File: src/include/sis_pkg.sv
/*
 * Package of the switch input status bank: offsets, field layout, reset
 * values and the packed carriers for samples, thresholds and reads.
 * Assumes one clock domain and a register read port driven by the serial
 * front end of the device.
 */
package sis_pkg;

    localparam int unsigned REG_W = 24;
    localparam int unsigned ADDR_W = 6;
    localparam int unsigned ADC_W = 10;
    localparam int unsigned IDX_W = 5;
    localparam int unsigned RANK_W = 3;
    localparam int unsigned NUM_THR = 5;

    // Word offsets
    localparam logic [5:0] COMP_STATUS_OFS = 6'h05;
    localparam logic [5:0] ADC_LOW_OFS = 6'h06;
    localparam logic [5:0] ADC_HIGH_OFS = 6'h07;

    // Reset values
    localparam logic [23:0] COMP_STATUS_RST = 24'h000000;
    localparam logic [23:0] ADC_LOW_RST = 24'h000000;
    localparam logic [23:0] ADC_HIGH_RST = 24'h000000;

    // Input ranges and field positions
    localparam logic [4:0] COMP_LAST_IN = 5'h09;
    localparam logic [4:0] SINGLE_LAST_IN = 5'h0B;
    localparam logic [4:0] THREE_FIRST_IN = 5'h0C;
    localparam logic [4:0] THREE_LAST_IN = 5'h11;
    localparam logic [4:0] FOUR_FIRST_IN = 5'h12;
    localparam logic [4:0] FOUR_LAST_IN = 5'h16;
    localparam logic [4:0] SIX_IN = 5'h17;
    localparam int unsigned THREE_BASE_POS = 12;
    localparam int unsigned FOUR_BASE_POS = 0;
    localparam int unsigned SIX_POS = 10;

    // Threshold masks for the ranker, one bit per threshold taken part
    localparam logic [4:0] MASK_SINGLE = 5'h01;
    localparam logic [4:0] MASK_THREE = 5'h03;
    localparam logic [4:0] MASK_FOUR = 5'h07;
    localparam logic [4:0] MASK_SIX = 5'h1F;

    typedef logic [ADC_W-1:0] sis_adc_t;

    typedef struct packed {
        logic valid;
        logic [IDX_W-1:0] index;
        logic adc_mode;
        logic comp_above;
        sis_adc_t adc_code;
    } sis_sample_s;

    typedef struct packed {
        sis_adc_t single_thr;
        sis_adc_t thr_2a;
        sis_adc_t thr_2b;
        sis_adc_t thr_3a;
        sis_adc_t thr_3b;
        sis_adc_t thr_3c;
        sis_adc_t eighth_threshold;
        sis_adc_t ninth_threshold;
    } sis_thresholds_s;

    typedef struct packed {
        logic en;
        logic [ADDR_W-1:0] addr;
    } sis_rd_req_s;

endpackage

File: src/hdl/sis_ranker.sv
/*
 * Ranks one ADC code against up to five ascending thresholds.
 * Assumes the enabled thresholds are programmed in rising order.
 */
`timescale 1ns/10ps
`default_nettype none

module sis_ranker
(
    input wire logic [sis_pkg::ADC_W-1:0] value_i,
    input wire logic [sis_pkg::NUM_THR*sis_pkg::ADC_W-1:0] thr_i,
    input wire logic [sis_pkg::NUM_THR-1:0] mask_i,
    output logic [sis_pkg::RANK_W-1:0] rank_o
);

    // Equality selects the higher code
    function automatic logic [sis_pkg::RANK_W-1:0] count_met(
        input logic [sis_pkg::ADC_W-1:0] v,
        input logic [sis_pkg::NUM_THR*sis_pkg::ADC_W-1:0] t,
        input logic [sis_pkg::NUM_THR-1:0] m
    );
        logic [sis_pkg::RANK_W-1:0] c;
        c = 3'h0;
        for (int k = 0; k < sis_pkg::NUM_THR; k++)
        begin
            if (m[k] && (v >= t[k*sis_pkg::ADC_W +: sis_pkg::ADC_W]))
            begin
                c = c + 3'h1;
            end
        end
        return c;
    endfunction

    always_comb
    begin
        rank_o = count_met(value_i, thr_i, mask_i);
    end

endmodule

`default_nettype wire

File: src/hdl/sis_status_bank.sv
/*
 * Switch input status bank: comparator status and the two ADC threshold
 * status words, refreshed per completed sample and read by the host.
 * Assumes one sample report per cycle at most from the sequencer and a
 * read request port from the serial front end; all inputs synchronous.
 */
`timescale 1ns/10ps
`default_nettype none

// Functional notes
// - Comparator status bit n of inputs 0 to 9 is 1 when the input is above the comparator threshold, else 0.
// - The low ADC status word sits at word offset 6, is read only and resets to zero.
// - The high ADC status word sits at word offset 7, is read only and resets to zero.
// - Inputs 0 to 11 in ADC mode set bit n of the low ADC word when at or above their threshold, else clear it.
// - Inputs 12 to 17 report a code 0, 1 or 2 against thresholds 2A and 2B in bits 13-12 up to 23-22, never 3.
// - The low ADC word only takes results of inputs configured for ADC mode.
// - Inputs 18 to 22 report a code 0 to 3 against 3A, 3B and 3C in bits 1-0 up to 9-8.
// - Input 23 reports a code 0 to 5 in bits 12-10 against five thresholds, and bits 23-13 read zero.
// - The high ADC word only takes results of inputs configured for ADC mode.
// - Comparator status bits only change for inputs in comparator mode.
module sis_status_bank
(
    input wire logic clk_sys_i,
    input wire logic reset_n_i,
    input wire sis_pkg::sis_sample_s sample_i,
    input wire sis_pkg::sis_thresholds_s thr_i,
    input wire sis_pkg::sis_rd_req_s rd_req_i,
    output logic [sis_pkg::REG_W-1:0] rd_data_o,
    output logic rd_valid_o,
    output logic [sis_pkg::REG_W-1:0] comp_status_o,
    output logic [sis_pkg::REG_W-1:0] adc_status_low_o,
    output logic [sis_pkg::REG_W-1:0] adc_status_high_o
);

    logic [sis_pkg::REG_W-1:0] comp_status_r;
    logic [sis_pkg::REG_W-1:0] comp_status_nxt;
    logic [sis_pkg::REG_W-1:0] adc_low_r;
    logic [sis_pkg::REG_W-1:0] adc_low_nxt;
    logic [sis_pkg::REG_W-1:0] adc_high_r;
    logic [sis_pkg::REG_W-1:0] adc_high_nxt;
    logic [sis_pkg::REG_W-1:0] rd_data_r;
    logic [sis_pkg::REG_W-1:0] rd_data_nxt;
    logic rd_valid_r;
    logic rd_valid_nxt;

    logic [sis_pkg::NUM_THR*sis_pkg::ADC_W-1:0] rank_thr;
    logic [sis_pkg::NUM_THR-1:0] rank_mask;
    logic [sis_pkg::RANK_W-1:0] rank;

    logic [4:0] idx;
    logic is_single;
    logic is_three;
    logic is_four;
    logic is_six;
    logic [4:0] pos_three;
    logic [4:0] pos_four;

    function automatic logic in_range(
        input logic [4:0] v,
        input logic [4:0] lo,
        input logic [4:0] hi
    );
        return (v >= lo) && (v <= hi);
    endfunction

    // Bit position of a two-bit code field inside its status word
    function automatic logic [4:0] pair_pos(
        input logic [4:0] v,
        input logic [4:0] first,
        input logic [4:0] base
    );
        logic [4:0] ofs;
        ofs = v - first;
        return base + {ofs[3:0], 1'b0};
    endfunction

    always_comb
    begin
        idx = sample_i.index;
        is_single = (idx <= sis_pkg::SINGLE_LAST_IN);
        is_three = in_range(idx, sis_pkg::THREE_FIRST_IN, sis_pkg::THREE_LAST_IN);
        is_four = in_range(idx, sis_pkg::FOUR_FIRST_IN, sis_pkg::FOUR_LAST_IN);
        is_six = (idx == sis_pkg::SIX_IN);
        pos_three = pair_pos(idx, sis_pkg::THREE_FIRST_IN, 5'(sis_pkg::THREE_BASE_POS));
        pos_four = pair_pos(idx, sis_pkg::FOUR_FIRST_IN, 5'(sis_pkg::FOUR_BASE_POS));
    end

    // Threshold set picked by the input's class
    always_comb
    begin
        rank_thr = '0;
        rank_mask = '0;
        if (is_single)
        begin
            rank_thr = {40'h0000000000, thr_i.single_thr};
            rank_mask = sis_pkg::MASK_SINGLE;
        end
        else if (is_three)
        begin
            rank_thr = {30'h00000000, thr_i.thr_2b, thr_i.thr_2a};
            rank_mask = sis_pkg::MASK_THREE;
        end
        else if (is_four)
        begin
            rank_thr = {20'h00000, thr_i.thr_3c, thr_i.thr_3b, thr_i.thr_3a};
            rank_mask = sis_pkg::MASK_FOUR;
        end
        else
        begin
            rank_thr = {thr_i.ninth_threshold, thr_i.eighth_threshold,
                        thr_i.thr_3c, thr_i.thr_3b, thr_i.thr_3a};
            rank_mask = sis_pkg::MASK_SIX;
        end
    end

    sis_ranker u_ranker
    (
        .value_i(sample_i.adc_code),
        .thr_i(rank_thr),
        .mask_i(rank_mask),
        .rank_o(rank)
    );

    // Comparator word: a sample in ADC mode never reaches it
    always_comb
    begin
        comp_status_nxt = comp_status_r;
        if (sample_i.valid)
        begin
            if (!sample_i.adc_mode && (idx <= sis_pkg::COMP_LAST_IN))
            begin
                comp_status_nxt[idx] = sample_i.comp_above;
            end
        end
    end

    // ADC words: only ADC-mode samples; indices above 23 fall through
    always_comb
    begin
        adc_low_nxt = adc_low_r;
        adc_high_nxt = adc_high_r;
        if (sample_i.valid && sample_i.adc_mode)
        begin
            if (is_single)
            begin
                adc_low_nxt[idx] = rank[0];
            end
            else if (is_three)
            begin
                adc_low_nxt[pos_three +: 2] = rank[1:0];
            end
            else if (is_four)
            begin
                adc_high_nxt[pos_four +: 2] = rank[1:0];
            end
            else if (is_six)
            begin
                adc_high_nxt[sis_pkg::SIX_POS +: 3] = rank;
            end
        end
        // Reserved bits are forced so no stale value can ever show
        adc_high_nxt[23:13] = 11'h000;
    end

    // Reads only copy a word out; stored status is untouched
    always_comb
    begin
        rd_valid_nxt = rd_req_i.en;
        rd_data_nxt = rd_data_r;
        if (rd_req_i.en)
        begin
            case (rd_req_i.addr)
                sis_pkg::COMP_STATUS_OFS: rd_data_nxt = comp_status_r;
                sis_pkg::ADC_LOW_OFS: rd_data_nxt = adc_low_r;
                sis_pkg::ADC_HIGH_OFS: rd_data_nxt = adc_high_r;
                default: rd_data_nxt = 24'h000000;
            endcase
        end
    end

    always_ff @(posedge clk_sys_i)
    begin
        if (!reset_n_i)
        begin
            comp_status_r <= sis_pkg::COMP_STATUS_RST;
        end
        else
        begin
            comp_status_r <= comp_status_nxt;
        end
    end

    always_ff @(posedge clk_sys_i)
    begin
        if (!reset_n_i)
        begin
            adc_low_r <= sis_pkg::ADC_LOW_RST;
            adc_high_r <= sis_pkg::ADC_HIGH_RST;
        end
        else
        begin
            adc_low_r <= adc_low_nxt;
            adc_high_r <= adc_high_nxt;
        end
    end

    always_ff @(posedge clk_sys_i)
    begin
        if (!reset_n_i)
        begin
            rd_data_r <= 24'h000000;
            rd_valid_r <= 1'b0;
        end
        else
        begin
            rd_data_r <= rd_data_nxt;
            rd_valid_r <= rd_valid_nxt;
        end
    end

    always_comb
    begin
        rd_data_o = rd_data_r;
        rd_valid_o = rd_valid_r;
        comp_status_o = comp_status_r;
        adc_status_low_o = adc_low_r;
        adc_status_high_o = adc_high_r;
    end

endmodule

`default_nettype wire

File: config.mk
export PLATFORM = sky130hd
export DESIGN_NAME = sis_status_bank
export DESIGN_NICKNAME = d
export VERILOG_FILES = /design/src/include/sis_pkg.sv /design/src/hdl/sis_ranker.sv /design/src/hdl/sis_status_bank.sv
export SDC_FILE = /design/constraint.sdc
export NUM_CORES = 1
export LEC_CHECK = 0
export BUFFER_PORTS_ARGS = -buffer_cell sky130_fd_sc_hd__buf_2
export CELL_PAD_IN_SITES_DETAIL_PLACEMENT = 1
export CELL_PAD_IN_SITES_GLOBAL_PLACEMENT = 1
export CORE_ASPECT_RATIO = 0.6
export CORE_MARGIN = 1.5
export CORE_UTILIZATION = 30
export DETAILED_ROUTE_END_ITERATION = 8
export PLACE_DENSITY = 0.79
export SYNTH_ARGS = -nofsm -noshare
export SYNTH_HDL_FRONTEND = slang
export SYNTH_SLANG_ARGS = --single-unit
File: constraint.sdc
create_clock -name clk_sys_i -period 6.6 [get_ports clk_sys_i]
set_input_delay 0.66 -clock clk_sys_i [delete_from_list [all_inputs] [get_ports clk_sys_i]]
set_output_delay 0.66 -clock clk_sys_i [all_outputs]
set_load 0.01 [all_outputs]
# After elaboration in Yosys (flattened, before gate mapping)
# Cells that the tools add are included.
# totals
ff_bits	97
out_inout_bits	97
word_cells	78
# classes
addsub	9
magnitude_cmp	13
eq_ne	4
shift	4
n_mux	22
bitwise	2
reduce_logical	17
# op_table
cell	n
$mux W50	3
$bwmux W24	4
$pmux W24 S3	1
$ge A10 B10 Y1	5
$mux W24	2
$shift A2 B7 Y24 const A	2
$shiftx A2 B7 Y24	2
$eq A6 B3 Y1 const B	3
$mux W3	6
$mux W5	3
$neg A5 Y7	2
$le A5 B4 Y1 const B	2
$le A5 B5 Y1 const B	2
$logic_and A1 B1 Y1	10
$add A3 B1 Y3 const B	3
$reduce_and A4 Y1	2
$lt A5 B6 Y1 const B	1
$add A4 B5 Y5 const A	1
$demux W1 S5	1
$eq A5 B5 Y1 const B	1
$ge A5 B1 Y1 const B	1
$ge A5 B4 Y1 const B	1
$ge A5 B5 Y1 const B	1
$reduce_and A2 Y1	2
7 further kinds	10

# Logic depth before layout (Yosys ltp)
# logic_depth
word_depth	20
ltp_mapped	29

# By module
# Synthesis repeated with hierarchy kept, for this count alone.
# unflattened
hier_cells	832
hier_area_um2	6683.9
# modules_own_cells
mod	instances	cells_per_inst	area_per_inst_um2	seq_area_each_um2
sis_status_bank	1	651	5307.6	1721.7
sis_ranker	1	181	1376.3	0.0

# Worst setup path after synthesis
# No wires, ideal clock.
# synth_timing
kind	input-to-reg
start	input port sample_i[14] in the netlist's numbering
end	register adc_low_r, in the netlist adc_status_low_o[5]
setup_ps	128
t_arrival_ps	5941
required_ps	6472
path_slack_ps	531
path_stages	29
path_cell_list	inv_1 > ha_1 > a21bo_1 > a21oi_2 > clkbuf_1 > clkbuf_1 > clkbuf_1 > nor2_1 > a21oi_1 > ha_1 > nand2b_1 > a21o_1 > a21o_1 > a21o_1 > a21o_1 > a21oi_1 > o21ai_0 > nand3_1 > nand2_1 > ha_1 > buf_1 > xnor2_1 > xnor2_1 > mux2_2 > ha_1 > mux2_4 > buf_2 > a31oi_1 > nor2_1
# synth_via
elab_chain_len	19
# synth_rtl
element	line_no	text
from (decl)	sis_status_bank.sv:25	input wire sis_pkg::sis_sample_s sample_i,
$ge A5 B4 Y1 / $le A5 B5 Y1 (equally long branches)	sis_status_bank.sv:63	return (v >= lo) && (v <= hi);
$logic_and A1 B1 Y1	sis_status_bank.sv:63	
$mux W50	sis_status_bank.sv:98	else if (is_three)
$mux W50	sis_status_bank.sv:93	if (is_single)
$ge A10 B10 Y1	sis_ranker.sv:26	if (m[k] && (v >= t[k*sis_pkg::ADC_W +: sis_pkg::ADC_W]))
$logic_and A1 B1 Y1	sis_ranker.sv:26	
$mux W1	sis_ranker.sv:26	
$add A1 B1 Y2	sis_ranker.sv:28	c = c + 3'h1;
[3 not listed]	-	
$add A3 B1 Y3	sis_ranker.sv:28	
$mux W3	sis_ranker.sv:26	
$add A3 B1 Y3	sis_ranker.sv:28	
$mux W3	sis_ranker.sv:26	
$shiftx A2 B7 Y24	sis_status_bank.sv:150	adc_low_nxt[pos_three +: 2] = rank[1:0];
$bwmux W24	sis_status_bank.sv:150	
$mux W24	sis_status_bank.sv:148	else if (is_three)
$mux W24	sis_status_bank.sv:144	if (is_single)
to (signal assigned)	sis_status_bank.sv:197	adc_low_r <= sis_pkg::ADC_LOW_RST;
to (signal assigned)	sis_status_bank.sv:202	adc_low_r <= adc_low_nxt;
to (decl)	sis_status_bank.sv:37	logic [sis_pkg::REG_W-1:0] adc_low_r;
# Parallel ways exist; a longest one is shown, timed or not. The select of a mux whose other input is x is not followed.
# A chain may end at the register's enable or synchronous reset.

# Worst setup path in the final report
# layout_timing
start	input port sample_i[14] in the netlist's numbering
end	register adc_low_r, in the netlist adc_status_low_o[23]
# Same word-level chain as after synthesis.

==> key figures <==
Layout
  • Final net count: 1172
  • Fill cell count: 2629
  • Layout cell share with drive strength beyond 1: 25.6%
  • Number of inserted diodes: 0
  • P&R area growth vs syn: 22.4%

STA
  • Final setup TNS: 0 ns
  • Unrepaired setup endpoints after global routing: no
  • Final hold vios: 0
  • Setup violations, final: 0
  • Crit path time final: 5.94 ns
  • Final setup skew: 0.00737 ns
  • Max-slew headroom: 25.4%
  • Final period utilization: 90.0%
  • Slew @ Worst Pin: 1.11 ns
  • Slew Limit Fails: 0
  • WHS: 0.479 ns
  • Max frequency: 0.168 GHz

Floorplanning
  • Die ar.: 0.0222 mm2
  • Ports: 204
  • Chip height: 116 um
  • Die Wd: 192 um
  • Starting Density: 30.5%
  • Total core area: 0.0210 mm2
  • FP Rows: 41

Synth
  • Register area share after synthesis: 26.9%
  • Post-synth ARST share: 0%
  • Syn Area/Cell: 7.71 um2
  • Synthesized flop and latch total: 86
  • Synth Instances: 830
  • Cell with the most instances after synthesis: nand2_1
  • Main flop type after synthesis: dfxtp_1
  • Top post-synthesis cells by area: dfxtp_1, ha_1, nand2_1, a21oi_1, nor2_1
  • Synth area leader: dfxtp_1
  • Post-synth top cells: nand2_1, nor2_1, dfxtp_1
  • Share of the synthesized area in the top cell type: 26.9%
  • Warnings, synthesis: 0
  • Number of flops mapped to enable cells by yosys: 0
  • Mapped Area: 0.00640 mm2
  • Post-synthesis cell type count: 65

Detailed routing
  • DRT antenna net count: 0
  • Met3 wire len: 1240 um
  • Post-DR vias/cell: 5.21
  • Drt total wl: 23000 um
  • DR WL/cell: 18.0 um
  • Wl on met1: 11600 um
  • Initial DRC Count: 343
  • DR DRC count: 0
  • Met2 Wirelength: 9940 um
  • Drt pass-1 iters: 5
  • Top Layer Used: met4
  • Via Count: 6666

Run status
  • Outcome: completed

Global route
  • Total grt overflow: 0
  • Largest net degree at the start of global routing: 67
  • Total global-route track usage: 20.7%
  • Vias in the first global route: 6650
  • Antenna violations before repair: 0
  • First-pass GRT wire length: 35900 um

Power and ir drop
  • Max VDD drop: 109 uV
  • LEAKAGE: 3.49 nW
  • Power per cell area: 183 mW/mm2

Clock network
  • Setup Buffers After CTS: 0
  • TritonCTS Buffers: 9
  • Post-CTS Resized: 0
  • Clk_lat worst skew: 0.34 ns
  • H-tree Lvls: 3
  • CTS tree: done
  • Clock Sinks: 86
  • Worst-path clk slew: 0.06 ns
  • CTS Hold Bufs: 0
  • CTS Buffer Depth: 2
  • Root Driver: clkbuf_16

Worst setup path
  • Reg2Reg Setup Slack: 5.38 ns
  • CP max FO: 36
  • CP Data Required Time: 6.87 ns
  • Critical Path Source Type: primary input
  • Reg2reg end: rd_data_o[12]
  • Worst r2r path cells: 5
  • Arr. time, crit path: 6.21 ns
  • Crit Path Class: primary input to register
  • Crit path capture type: register
  • Reg2reg start: adc_status_high_o[12]

Min path
  • Min-delay src: comp_status_o[13]
  • Worst Hold End: comp_status_o[13]
  • Hold path cells: 2
  • Hold WC Path Type: register to register

Run
  • Maxcap violations: 0

Placement
  • Port bufs: 192
  • Post-DP HPWL: 18000 um
  • Routability cong.: 0.870
## cell usage in the layout (no fill, tap or decap), types with 23 or more instances in the layout
| master | instances |
|---|---|
| buf_2 | 192 |
| nand2_1 | 130 |
| nor2_1 | 87 |
| dfxtp_1 | 86 |
| a21oi_1 | 76 |
| ha_1 | 70 |
| nand3_1 | 44 |
| o21ai_0 | 36 |
| a22oi_1 | 27 |
| mux2i_1 | 26 |
| mux2_2 | 23 |
## critical path: stages
cell	delay, ns
buf_2	0.19
inv_1	0.19
ha_1	0.27
a21bo_1	0.25
a21oi_4	0.71
nor2_1	0.10
a21oi_1	0.15
ha_1	0.24
nand2b_1	0.16
a21o_1	0.18
a21o_1	0.17
a21o_1	0.17
a21o_1	0.17
a21oi_1	0.15
o21ai_0	0.12
nand3_1	0.11
nand2_1	0.11
ha_1	0.35
xnor2_1	0.28
xnor2_1	0.11
mux2_2	0.27
ha_1	0.29
mux2_4	0.30
or3b_1	0.37
a21oi_1	0.14
## cell families (layout without fill, tap and decap cells)
group | Yosys count | count (layout) | synth area share [%]
AND/OR/NAND/NOR | 334 | 334 | 23.5
AO/OA/AOI/OAI | 199 | 199 | 19.5
flip-flops | 86 | 86 | 26.9
buffers and inverters | 78 | 238 | 5.61
adder cells (fa/ha/maj) | 70 | 70 | 13.7
multiplexers | 51 | 51 | 8.70
XOR/XNOR | 11 | 11 | 2.09
other | 1 | 11 | 0.0586
## report_power, final
part | internal [W] | switching (W) | leakage, nW
combinational | 0.000154 | 0.000278 | 2.67
clock | 0.000257 | 0.000220 | 0.129
sequential | 0.000521 | 0.00000223 | 0.693
total | 0.000932 | 0.000501 | 3.49
## flip-flops by register name (all words and copies together), names as in the netlist
register / cells
comp_status_o: 24
adc_status_low_o: 24
rd_valid_o: 1
adc_status_high_o: 13
rd_data_o: 24
## layout make-up
type | count | area [um2] | share of cell area, %
timing repair buffer | 206 | 1070 | 13.6
clock inverter | 6 | 46.3 | 0.591
tap | 279 | 349 | 4.45
sequential | 86 | 1720 | 22.0
inverter | 16 | 60.1 | 0.766
multi-input combinational | 676 | 4360 | 55.7
clock buffer | 10 | 229 | 2.92
## worst max-delay path by stage
stage / startpoint / to / slack, ns / depth (start not counted)
final: sample_i[14] / adc_status_low_o[23] / 0.66 / 25
after global routing: sample_i[14] / adc_status_low_o[11] / 0.28 / 24
after CTS: sample_i[14] / adc_status_low_o[23] / 0.70 / 27
after detailed placement: sample_i[14] / adc_status_low_o[23] / 0.36 / 27
after global placement: sample_i[14] / adc_status_low_o[23] / 0.67 / 27
after floorplan: sample_i[14] / adc_status_low_o[5] / 0.53 / 29
## per-layer routing
layer / up-vias / GRT usage, %
li1: 3245 / -
met1: 3212 / 30.0
met2: 186 / 32.1
met3: 23 / 4.09
met4: 0 / 3.13
met5: - / 0
## metrics by stage
stage / cell area, um2 / power, W / cells / setup slack [ns] / util, %
final: 7840 / 0.00143 / 1279 / 0.662 / 37.3
after global routing: 7840 / 0.00151 / 1279 / 0.276 / 37.3
after CTS: 7840 / 0.00144 / 1279 / 0.698 / 37.3
after detailed placement: 7560 / 0.000961 / 1263 / 0.358 / 36.0
after global placement: 7560 / 0.000946 / 1263 / 0.667 / 36.0
after floorplan: 6440 / 0.000827 / 840 / 0.531 / -
(Power assumes the default switching activity.)
